<file path="config.mk">
export PLATFORM = sky130hd
export DESIGN_NAME = aft_regs
export DESIGN_NICKNAME = d
export VERILOG_FILES = /design/src/logic/aft_pulse_timer.v /design/src/logic/aft_regs.v /design/src/logic/aft_sync3.v
export VERILOG_INCLUDE_DIRS = /design/src /design/src/pkg
export SDC_FILE = /design/constraint.sdc
export NUM_CORES = 1
export LEC_CHECK = 0
export BUFFER_PORTS_ARGS = -buffer_cell sky130_fd_sc_hd__buf_2
export CORE_MARGIN = 2
export CORE_UTILIZATION = 39
export CTS_BUF_LIST = sky130_fd_sc_hd__clkbuf_8
export DETAILED_ROUTE_END_ITERATION = 8
export PLACE_DENSITY = 0.66
export SLEW_MARGIN = 20
export SYNTH_ARGS = -nofsm -noshare
export SYNTH_HDL_FRONTEND = slang
export SYNTH_SLANG_ARGS = --single-unit
</file>
<file path="constraint.sdc">
create_clock -name mclk -period 1.85 [get_ports mclk]
set_input_delay 0.185 -clock mclk [delete_from_list [all_inputs] [get_ports mclk]]
set_output_delay 0.185 -clock mclk [all_outputs]
set_load 0.005 [all_outputs]
</file>
<file path="src/pkg/aft_defines.vh">
// register map, field positions and timing constants of the tune block
`ifndef AFT_DEFINES_VH
`define AFT_DEFINES_VH
`define AFT_ADDR_RATIO_HIGH   8'h40
`define AFT_ADDR_RATIO_LOW    8'h41
`define AFT_ADDR_INT_CFG      8'h42
`define AFT_ADDR_MUTE_CFG     8'h4B
`define AFT_ADDR_TUNE_CFG     8'h4E
`define AFT_ADDR_CH1_CFG      8'h50
`define AFT_RESET_BYTE        8'h00
`define AFT_MASK_INT_CFG      8'hFF
`define AFT_MASK_MUTE_CFG     8'h18
`define AFT_MASK_TUNE_CFG     8'hF4
`define AFT_MASK_CH1_CFG      8'hCF
`define AFT_RATIO_HIGH_W      6
`define AFT_RATIO_LOW_W       8
`define AFT_BIT_POL           7
`define AFT_EVT_HI            6
`define AFT_EVT_LO            5
`define AFT_PD_HI             4
`define AFT_PD_LO             3
`define AFT_BIT_READ_FILT     2
`define AFT_BIT_RECOVERY      1
`define AFT_BIT_CLR_POLICY    0
`define AFT_BIT_CH1_MUTE      4
`define AFT_BIT_CH2_MUTE      3
`define AFT_BIT_MOD_HALVE     7
`define AFT_BIT_COMB_ORDER    6
`define AFT_BIT_FIR_SKIP      5
`define AFT_BIT_DEM_DOUBLE    4
`define AFT_BIT_LOW_PWR       2
`define AFT_CH1_SRC_HI        7
`define AFT_CH1_SRC_LO        6
`define AFT_CH1_CPL_HI        3
`define AFT_CH1_CPL_LO        2
`define AFT_BIT_CH1_FS        1
`define AFT_BIT_CH1_BW        0
`define AFT_EVT_LATCHED       2'h0
`define AFT_EVT_LIVE          2'h1
`define AFT_EVT_PERIODIC      2'h2
`define AFT_EVT_ONE_PULSE     2'h3
`define AFT_PD_NONE           2'h0
`define AFT_PD_UNMASKED       2'h1
`define AFT_PD_ALL            2'h2
`define AFT_PULSE_MS          2
`define AFT_PERIOD_MS         4
`define AFT_CLK_KHZ           100000
`endif

</file>
<file path="src/logic/aft_pulse_timer.v">
// interrupt timing: 2 ms pulse in 4 ms period, or one 2 ms shot
`timescale 1ns/1ps
`include "aft_defines.vh"
module aft_pulse_timer #(
   parameter PULSE_CYCLES  = `AFT_PULSE_MS * `AFT_CLK_KHZ,
   parameter PERIOD_CYCLES = `AFT_PERIOD_MS * `AFT_CLK_KHZ,
   parameter CW            = 19
) (
   input  wire mclk,
   input  wire reset_n,
   input  wire periodic,
   input  wire shot,
   output reg  active
);
   reg [CW-1:0] count;
   reg          running;
   always @(posedge mclk or negedge reset_n) begin
      if (!reset_n) begin
         count   <= {CW{1'b0}};
         running <= 1'b0;
         active  <= 1'b0;
      end else if (periodic) begin
         running <= 1'b0;
         if (count >= PERIOD_CYCLES[CW-1:0] - 1'b1) begin
            count <= {CW{1'b0}};
         end else begin
            count <= count + 1'b1;
         end
         active <= (count < PULSE_CYCLES[CW-1:0]);
      end else if (shot && !running) begin
         running <= 1'b1;
         count   <= {CW{1'b0}};
         active  <= 1'b1;
      end else if (running) begin
         if (count >= PULSE_CYCLES[CW-1:0] - 1'b1) begin
            running <= 1'b0;
            active  <= 1'b0;
            count   <= {CW{1'b0}};
         end else begin
            count <= count + 1'b1;
         end
      end else begin
         count  <= {CW{1'b0}};
         active <= 1'b0;
      end
   end
endmodule

</file>
<file path="src/logic/aft_regs.v">
// interrupt, fault power-down, overload mute and power tune registers
`timescale 1ns/1ps
`include "aft_defines.vh"
module aft_regs #(
   parameter NFLAG         = 8,
   parameter CLK_KHZ       = `AFT_CLK_KHZ,
   parameter PULSE_CYCLES  = `AFT_PULSE_MS * CLK_KHZ,
   parameter PERIOD_CYCLES = `AFT_PERIOD_MS * CLK_KHZ,
   parameter CW            = 19
) (
   input  wire             mclk,
   input  wire             reset_n,
   input  wire             regWrite,
   input  wire             regRead,
   input  wire [7:0]       regAddr,
   input  wire [7:0]       regWdata,
   output reg  [7:0]       regRdata,
   input  wire [13:0]      ratioValue,
   input  wire             ratioDone,
   input  wire [NFLAG-1:0] liveFlag,
   input  wire [NFLAG-1:0] flagMask,
   input  wire             latchRead,
   output reg  [NFLAG-1:0] latchedView,
   input  wire [NFLAG-1:0] faultFlag,
   input  wire             ch1Overload,
   input  wire             ch2Overload,
   output reg              irqOut,
   output reg              channelPowerDown,
   output reg              ch1Mute,
   output reg              ch2Mute,
   output reg              modulatorClockHalve,
   output reg              combFilterOrder,
   output reg              firStageSkip,
   output reg              elementMatchingRateDouble,
   output reg              lowPowerFilterSel,
   output reg  [1:0]       ch1InputSource,
   output reg  [1:0]       ch1Coupling,
   output reg              ch1FullScale,
   output reg              ch1Bandwidth
);
   reg  [`AFT_RATIO_HIGH_W-1:0] ratioHigh;
   reg  [`AFT_RATIO_LOW_W-1:0]  ratioLow;
   reg  [7:0]       intCfg;
   reg  [7:0]       muteCfg;
   reg  [7:0]       tuneCfg;
   reg  [7:0]       ch1Cfg;
   reg  [NFLAG-1:0] latched;
   reg  [NFLAG-1:0] prevLive;
   reg              faultHold;
   reg  [7:0]       next_rdata;
   reg  [NFLAG-1:0] next_latched;
   reg              next_irq;
   reg              faultNow;
   wire [NFLAG-1:0] liveS;
   wire [NFLAG-1:0] faultS;
   wire [1:0]       ovlS;
   wire             timerActive;
   wire [1:0]       evtMode;
   wire [1:0]       pdSel;
   wire [NFLAG-1:0] unmaskedLatched;
   wire [NFLAG-1:0] unmaskedLive;
   wire [NFLAG-1:0] newEvent;
   wire [NFLAG-1:0] liveRise;
   wire             timerPeriodic;
   wire             timerShot;
   wire             wrIntCfg;
   wire             wrMuteCfg;
   wire             wrTuneCfg;
   wire             wrCh1Cfg;

   aft_sync3 #(.WIDTH(NFLAG)) liveSync (
      .mclk    (mclk),
      .reset_n (reset_n),
      .din     (liveFlag),
      .dout    (liveS)
   );
   aft_sync3 #(.WIDTH(NFLAG)) faultSync (
      .mclk    (mclk),
      .reset_n (reset_n),
      .din     (faultFlag),
      .dout    (faultS)
   );
   aft_sync3 #(.WIDTH(2)) ovlSync (
      .mclk    (mclk),
      .reset_n (reset_n),
      .din     ({ch1Overload, ch2Overload}),
      .dout    (ovlS)
   );

   assign evtMode = intCfg[`AFT_EVT_HI:`AFT_EVT_LO];
   assign pdSel   = intCfg[`AFT_PD_HI:`AFT_PD_LO];
   assign unmaskedLatched = latched & ~flagMask;
   assign unmaskedLive    = liveS & ~flagMask;
   assign newEvent        = liveS & ~prevLive & ~flagMask;
   assign liveRise        = liveS & ~prevLive;
   assign timerPeriodic   = (evtMode == `AFT_EVT_PERIODIC)
                            && (|unmaskedLatched);
   assign timerShot       = (evtMode == `AFT_EVT_ONE_PULSE)
                            && (|newEvent);

   // status and unmapped addresses get no write strobe
   assign wrIntCfg  = regWrite && (regAddr == `AFT_ADDR_INT_CFG);
   assign wrMuteCfg = regWrite && (regAddr == `AFT_ADDR_MUTE_CFG);
   assign wrTuneCfg = regWrite && (regAddr == `AFT_ADDR_TUNE_CFG);
   assign wrCh1Cfg  = regWrite && (regAddr == `AFT_ADDR_CH1_CFG);

   aft_pulse_timer #(
      .PULSE_CYCLES  (PULSE_CYCLES),
      .PERIOD_CYCLES (PERIOD_CYCLES),
      .CW            (CW)
   ) irqTimer (
      .mclk     (mclk),
      .reset_n  (reset_n),
      .periodic (timerPeriodic),
      .shot     (timerShot),
      .active   (timerActive)
   );

   // read mux, reserved bits masked to zero
   always @* begin
      case (regAddr)
         `AFT_ADDR_RATIO_HIGH: next_rdata = {2'h0, ratioHigh};
         `AFT_ADDR_RATIO_LOW:  next_rdata = ratioLow;
         `AFT_ADDR_INT_CFG:    next_rdata = intCfg;
         `AFT_ADDR_MUTE_CFG:   next_rdata = muteCfg & `AFT_MASK_MUTE_CFG;
         `AFT_ADDR_TUNE_CFG:   next_rdata = tuneCfg & `AFT_MASK_TUNE_CFG;
         `AFT_ADDR_CH1_CFG:    next_rdata = ch1Cfg & `AFT_MASK_CH1_CFG;
         default:              next_rdata = `AFT_RESET_BYTE;
      endcase
   end

   // rising live condition sets a latch; a set wins over a read clear
   always @* begin
      next_latched = latched;
      if (latchRead) begin
         if (intCfg[`AFT_BIT_CLR_POLICY]) begin
            next_latched = {NFLAG{1'b0}};
         end else begin
            next_latched = latched & liveS;
         end
      end
      next_latched = next_latched | liveRise;
   end

   always @* begin
      case (evtMode)
         `AFT_EVT_LATCHED:  next_irq = |unmaskedLatched;
         `AFT_EVT_LIVE:     next_irq = |unmaskedLive;
         `AFT_EVT_PERIODIC: next_irq = timerActive;
         default:           next_irq = timerActive;
      endcase
   end

   always @* begin
      case (pdSel)
         `AFT_PD_UNMASKED: faultNow = |(faultS & ~flagMask);
         `AFT_PD_ALL:      faultNow = |faultS;
         default:          faultNow = 1'b0;
      endcase
   end

   // both ratio halves taken together on ratioDone; no read snapshot, so a high then low read across a new result mixes two
   always @(posedge mclk or negedge reset_n) begin
      if (!reset_n) begin
         ratioHigh <= {`AFT_RATIO_HIGH_W{1'b0}};
         ratioLow  <= {`AFT_RATIO_LOW_W{1'b0}};
      end else if (ratioDone) begin
         ratioHigh <= ratioValue[`AFT_RATIO_LOW_W+:`AFT_RATIO_HIGH_W];
         ratioLow  <= ratioValue[`AFT_RATIO_LOW_W-1:0];
      end
   end

   always @(posedge mclk or negedge reset_n) begin
      if (!reset_n) begin
         intCfg  <= `AFT_RESET_BYTE;
         muteCfg <= `AFT_RESET_BYTE;
         tuneCfg <= `AFT_RESET_BYTE;
         ch1Cfg  <= `AFT_RESET_BYTE;
      end else begin
         if (wrIntCfg) begin
            intCfg <= regWdata;
         end
         if (wrMuteCfg) begin
            muteCfg <= regWdata & `AFT_MASK_MUTE_CFG;
         end
         if (wrTuneCfg) begin
            tuneCfg <= regWdata & `AFT_MASK_TUNE_CFG;
         end
         if (wrCh1Cfg) begin
            ch1Cfg <= regWdata & `AFT_MASK_CH1_CFG;
         end
      end
   end

   always @(posedge mclk or negedge reset_n) begin
      if (!reset_n) begin
         regRdata <= `AFT_RESET_BYTE;
      end else if (regRead) begin
         regRdata <= next_rdata;
      end
   end

   always @(posedge mclk or negedge reset_n) begin
      if (!reset_n) begin
         latched  <= {NFLAG{1'b0}};
         prevLive <= {NFLAG{1'b0}};
      end else begin
         latched  <= next_latched;
         prevLive <= liveS;
      end
   end

   always @(posedge mclk or negedge reset_n) begin
      if (!reset_n) begin
         latchedView <= {NFLAG{1'b0}};
      end else if (intCfg[`AFT_BIT_READ_FILT]) begin
         latchedView <= latched & ~flagMask;
      end else begin
         latchedView <= latched;
      end
   end

   // manual recovery keeps channels down until the selector is set to none
   always @(posedge mclk or negedge reset_n) begin
      if (!reset_n) begin
         faultHold <= 1'b0;
      end else if (faultNow) begin
         faultHold <= 1'b1;
      end else if (!intCfg[`AFT_BIT_RECOVERY]) begin
         faultHold <= 1'b0;
      end else if (pdSel == `AFT_PD_NONE) begin
         faultHold <= 1'b0;
      end
   end

   always @(posedge mclk or negedge reset_n) begin
      if (!reset_n) begin
         irqOut <= 1'b1;
      end else begin
         irqOut <= intCfg[`AFT_BIT_POL] ? next_irq : ~next_irq;
      end
   end

   always @(posedge mclk or negedge reset_n) begin
      if (!reset_n) begin
         channelPowerDown <= 1'b0;
      end else begin
         channelPowerDown <= faultNow | faultHold;
      end
   end

   always @(posedge mclk or negedge reset_n) begin
      if (!reset_n) begin
         ch1Mute <= 1'b0;
      end else begin
         ch1Mute <= muteCfg[`AFT_BIT_CH1_MUTE] & ovlS[1];
      end
   end

   always @(posedge mclk or negedge reset_n) begin
      if (!reset_n) begin
         ch2Mute <= 1'b0;
      end else begin
         ch2Mute <= muteCfg[`AFT_BIT_CH2_MUTE] & ovlS[0];
      end
   end

   always @(posedge mclk or negedge reset_n) begin
      if (!reset_n) begin
         modulatorClockHalve <= 1'b0;
      end else begin
         modulatorClockHalve <= tuneCfg[`AFT_BIT_MOD_HALVE];
      end
   end

   always @(posedge mclk or negedge reset_n) begin
      if (!reset_n) begin
         combFilterOrder <= 1'b0;
      end else begin
         combFilterOrder <= tuneCfg[`AFT_BIT_COMB_ORDER];
      end
   end

   always @(posedge mclk or negedge reset_n) begin
      if (!reset_n) begin
         firStageSkip <= 1'b0;
      end else begin
         firStageSkip <= tuneCfg[`AFT_BIT_FIR_SKIP];
      end
   end

   always @(posedge mclk or negedge reset_n) begin
      if (!reset_n) begin
         elementMatchingRateDouble <= 1'b0;
      end else begin
         elementMatchingRateDouble <= tuneCfg[`AFT_BIT_DEM_DOUBLE];
      end
   end

   always @(posedge mclk or negedge reset_n) begin
      if (!reset_n) begin
         lowPowerFilterSel <= 1'b0;
      end else begin
         lowPowerFilterSel <= tuneCfg[`AFT_BIT_LOW_PWR];
      end
   end

   always @(posedge mclk or negedge reset_n) begin
      if (!reset_n) begin
         ch1InputSource <= 2'h0;
         ch1Coupling    <= 2'h0;
      end else begin
         ch1InputSource <= ch1Cfg[`AFT_CH1_SRC_HI:`AFT_CH1_SRC_LO];
         ch1Coupling    <= ch1Cfg[`AFT_CH1_CPL_HI:`AFT_CH1_CPL_LO];
      end
   end

   always @(posedge mclk or negedge reset_n) begin
      if (!reset_n) begin
         ch1FullScale <= 1'b0;
         ch1Bandwidth <= 1'b0;
      end else begin
         ch1FullScale <= ch1Cfg[`AFT_BIT_CH1_FS];
         ch1Bandwidth <= ch1Cfg[`AFT_BIT_CH1_BW];
      end
   end
endmodule

</file>
<file path="src/logic/aft_sync3.v">
// three-stage synchroniser; change taken once stages two and three agree
`timescale 1ns/1ps
module aft_sync3 #(
   parameter WIDTH = 1
) (
   input  wire             mclk,
   input  wire             reset_n,
   input  wire [WIDTH-1:0] din,
   output reg  [WIDTH-1:0] dout
);
   reg [WIDTH-1:0] stage1;
   reg [WIDTH-1:0] stage2;
   reg [WIDTH-1:0] stage3;
   integer i;
   always @(posedge mclk or negedge reset_n) begin
      if (!reset_n) begin
         stage1 <= {WIDTH{1'b0}};
         stage2 <= {WIDTH{1'b0}};
         stage3 <= {WIDTH{1'b0}};
         dout   <= {WIDTH{1'b0}};
      end else begin
         stage1 <= din;
         stage2 <= stage1;
         stage3 <= stage2;
         for (i = 0; i < WIDTH; i = i + 1) begin
            if (stage2[i] == stage3[i]) begin
               dout[i] <= stage3[i];
            end
         end
      end
   end
endmodule

</file>
==> impl_metrics.json <==
{
  "final_util_pct": 51.3,
  "cts_tree": "yes",
  "clk_pin_slew_ps": 80,
  "skew_ps": 8.11,
  "root_buffer": "clkbuf_8",
  "grt_pass1_vias": 4809,
  "dr.pass1.iters": 4,
  "ir_drop_mv": 0.476,
  "outcome": "finished clean",
  "syn_to_final_growth_pct": 27.7,
  "via_per_inst": 4.94,
  "synth_common_cells": "175 x dfrtp_1, 36 x mux2_2, 31 x a21oi_1, 31 x inv_1, 28 x nand2_1",
  "syn_inst": 514,
  "slowest_delay_ps": 530,
  "route.detailed.drc": 0,
  "layout.nets": 755,
  "power_density_nw_per_um2": 920,
  "relSlewSlack_pct": 66.5,
  "portBuffers": 92,
  "finalMaxSlewViolations": 0,
  "cts_buffer_depth": 2,
  "vias": 4543,
  "start_kind": "input port",
  "fp-row-count": 47,
  "drt_wl_total_mm": 14.1,
  "coreArea_sq_um": 16700,
  "htreeDepth": 4,
  "synth_fp_nets": 580,
  "crit_fanout": 20,
  "netlist_area_sq_um": 6700,
  "finalSetupViolCount": 0,
  "dp.final_hpwl_mm": 9.89,
  "die_area_sq_um": 18200,
  "postSynthAreaPerCell_sq_um": 13.0,
  "largest_reg_flops": 19,
  "yosys-top-cells-area": "dfrtp_1 65%, mux2_2 6.1%, maj3_1 2.7%, a21oi_1 2.3%, inv_1 1.7%",
  "synth_cell_types": 55,
  "grt_use_total_pct": 16.4,
  "ys_seq_area_share_pct": 65.8,
  "max_freq_ghz": 0.569,
  "finalCritPeriodShare_pct": 94.9,
  "first_iter_violations": 333,
  "wl_per_cell_microns": 15.3,
  "cp_num_buf_inv": 4,
  "multi_input_area_sq_um": 2090,
  "grt_pass1_wl_mm": 23.5,
  "fill_cells": 1449,
  "ys_warn_count": 0,
  "synth_enable_flop_cells": 0,
  "ys_ff_latch": 176,
  "worst-endpoint-required_ps": 2220,
  "clk-insertion-delay-late_ps": 450,
  "rsz0062_at_grt": "no",
  "endpoint_kind": "flop",
  "dieWidth_microns": 135,
  "cts_buffers": 17,
  "worstMarginPinSlew_ps": 502,
  "cap_viol_max_count": 0,
  "fp.dieH_microns": 135,
  "yosys.area.top_type_share_pct": 65.4,
  "leakage_nw": 3.91,
  "postRouteAntennaNets": 0,
  "synth_most_common_cell": "dfrtp_1",
  "setup_tns_ps": 0,
  "cp_cell_sequence": "dlygate4sd3_1 > buf_2 > nand2b_1 > o2111ai_1 > o311ai_1 > buf_4 > nand4_1 > buf_12 > a21oi_1",
  "regArea_sq_um": 4410,
  "critPathSlowestCell": "dlygate4sd3_1",
  "ys.flop_type": "dfrtp_1",
  "initial_core_util_pct": 40.1,
  "final_hold_viol_count": 0,
  "fin_crit_ps": 1760,
  "yosysTopAreaCell": "dfrtp_1",
  "path_class": "in -> reg",
  "pre_cts_ws_ps": 0.0169,
  "drive_gt1_share_pct": 28.4,
  "setup_ws_ps": 93.7,
  "grt_overflow_total": 0,
  "cts_num_sinks": 176,
  "path_delay_family": "buffers and inverters",
  "grt_max_degree": 58,
  "regMostFlops": "irqTimer.count",
  "gp_congestion": 0.854,
  "hold_class": "in -> reg",
  "pin_count": 93,
  "antennaDiodeCount": 0,
  "async_flop_share_pct": 100,
  "antenna_found_initial": 0,
  "worstPathArrival_ps": 2130
}
-- timing repair --
item / 4_1_cts / 5_1_grt
setup endpoints to repair: 0 / 21
resized for setup: 0 / 7
setup buffers: 0 / 2
hold endpoints to repair: 95 / 0
hold buffers: 47 / 0
-- cell usage in the layout, fill, tap and decap left out, types with 6 or more instances in the layout --
| cell | instances |
|---|---|
| a21oi_1 | 31 |
| a22oi_1 | 13 |
| and3_1 | 7 |
| buf_2 | 91 |
| buf_4 | 28 |
| clkbuf_8 | 18 |
| dfrtp_1 | 175 |
| dlygate4sd3_1 | 47 |
| inv_1 | 33 |
| maj3_1 | 18 |
| mux2_2 | 36 |
| nand2_1 | 28 |
| nand3_1 | 6 |
| nand4_1 | 7 |
| nor2_1 | 18 |
| nor2b_1 | 7 |
| nor3b_1 | 7 |
| nor4_1 | 6 |
| o21ai_0 | 19 |
| o22ai_1 | 9 |
| xnor2_1 | 9 |
| xor2_1 | 9 |
-- cell type report --
type / count / area share [%]
clock buffer: 18 / 2.89
clock inverter: 12 / 2.25
inverter: 31 / 1.36
multi-input combinational: 292 / 24.5
sequential: 176 / 51.5
tap: 220 / 3.22
timing repair buffer: 171 / 14.3
-- power breakdown --
| part | switching, mW | internal [mW] | leakage [nW] |
|---|---|---|---|
| combinational | 0.355 | 0.367 | 1.49 |
| clock | 1.30 | 1.62 | 0.227 |
| sequential | 0.138 | 4.10 | 2.19 |
-- worst register-to-register path, cell delays in order (launching register included) --
cell and delay [ps]:
dfrtp_1 400, nor4_2 340, nor2_1 70, a211oi_1 280
nand4_1 200, buf_12 200, a21oi_1 140
-- metrics by stage --
stage / instance area (sq um) / hold WS (ps) / power (mW) / instances
4_1_cts: 8520 / 1.28 / 7.95 / 918
5_1_grt: 8560 / 2.12 / 8.23 / 920
6_report: 8560 / 25.1 / 7.88 / 920
3_5_place_dp: 7610 / 141 / 4.96 / 841
2_1_floorplan: 6700 / -111 / 4.57 / 514
3_3_place_gp: 7610 / 135 / 4.93 / 841
-- metal layers --
layer | part of all wire, % | track usage [%] | vias to the layer above | wire [microns]
met5 | 0 | 0 | - | 0
met4 | 1.5 | 6.42 | 0 | 214
met3 | 4.3 | 3.64 | 16 | 604
met2 | 48 | 26.2 | 126 | 6740
met1 | 46 | 21.9 | 2235 | 6500
li1 | - | - | 2166 | -
-- kinds of logic (layout without fill, tap and decap cells) --
family,count (synthesis),count (layout),share of synthesized area [%]
AOI/OAI and AO/OA,100,100,9.43
adders and majority gates,22,22,3.44
DFF,176,176,65.8
and+or+nand+nor,114,114,9.34
muxes,38,38,6.35
buffers and inverters,46,232,3.34
xor gates and xnor gates,18,18,2.35
-- worst paths after layout --
check,startpoint,to,slack [ps],cells past startpoint
worst max-delay path,flagMask[1],irqTimer.count[3],90,9
worst min-delay path,regWdata[3],intCfg[3],30,2
worst max register to register,irqTimer.count[15],irqTimer.count[3],130,6
worst min register to register,liveSync.stage1[6],liveSync.stage2[6],350,0
max in group asynchronous,reset_n,liveSync.stage3[0],980,3
min in group asynchronous,reset_n,liveSync.stage2[2],240,2
No activity file was read; power rests on OpenSTA's default activity.
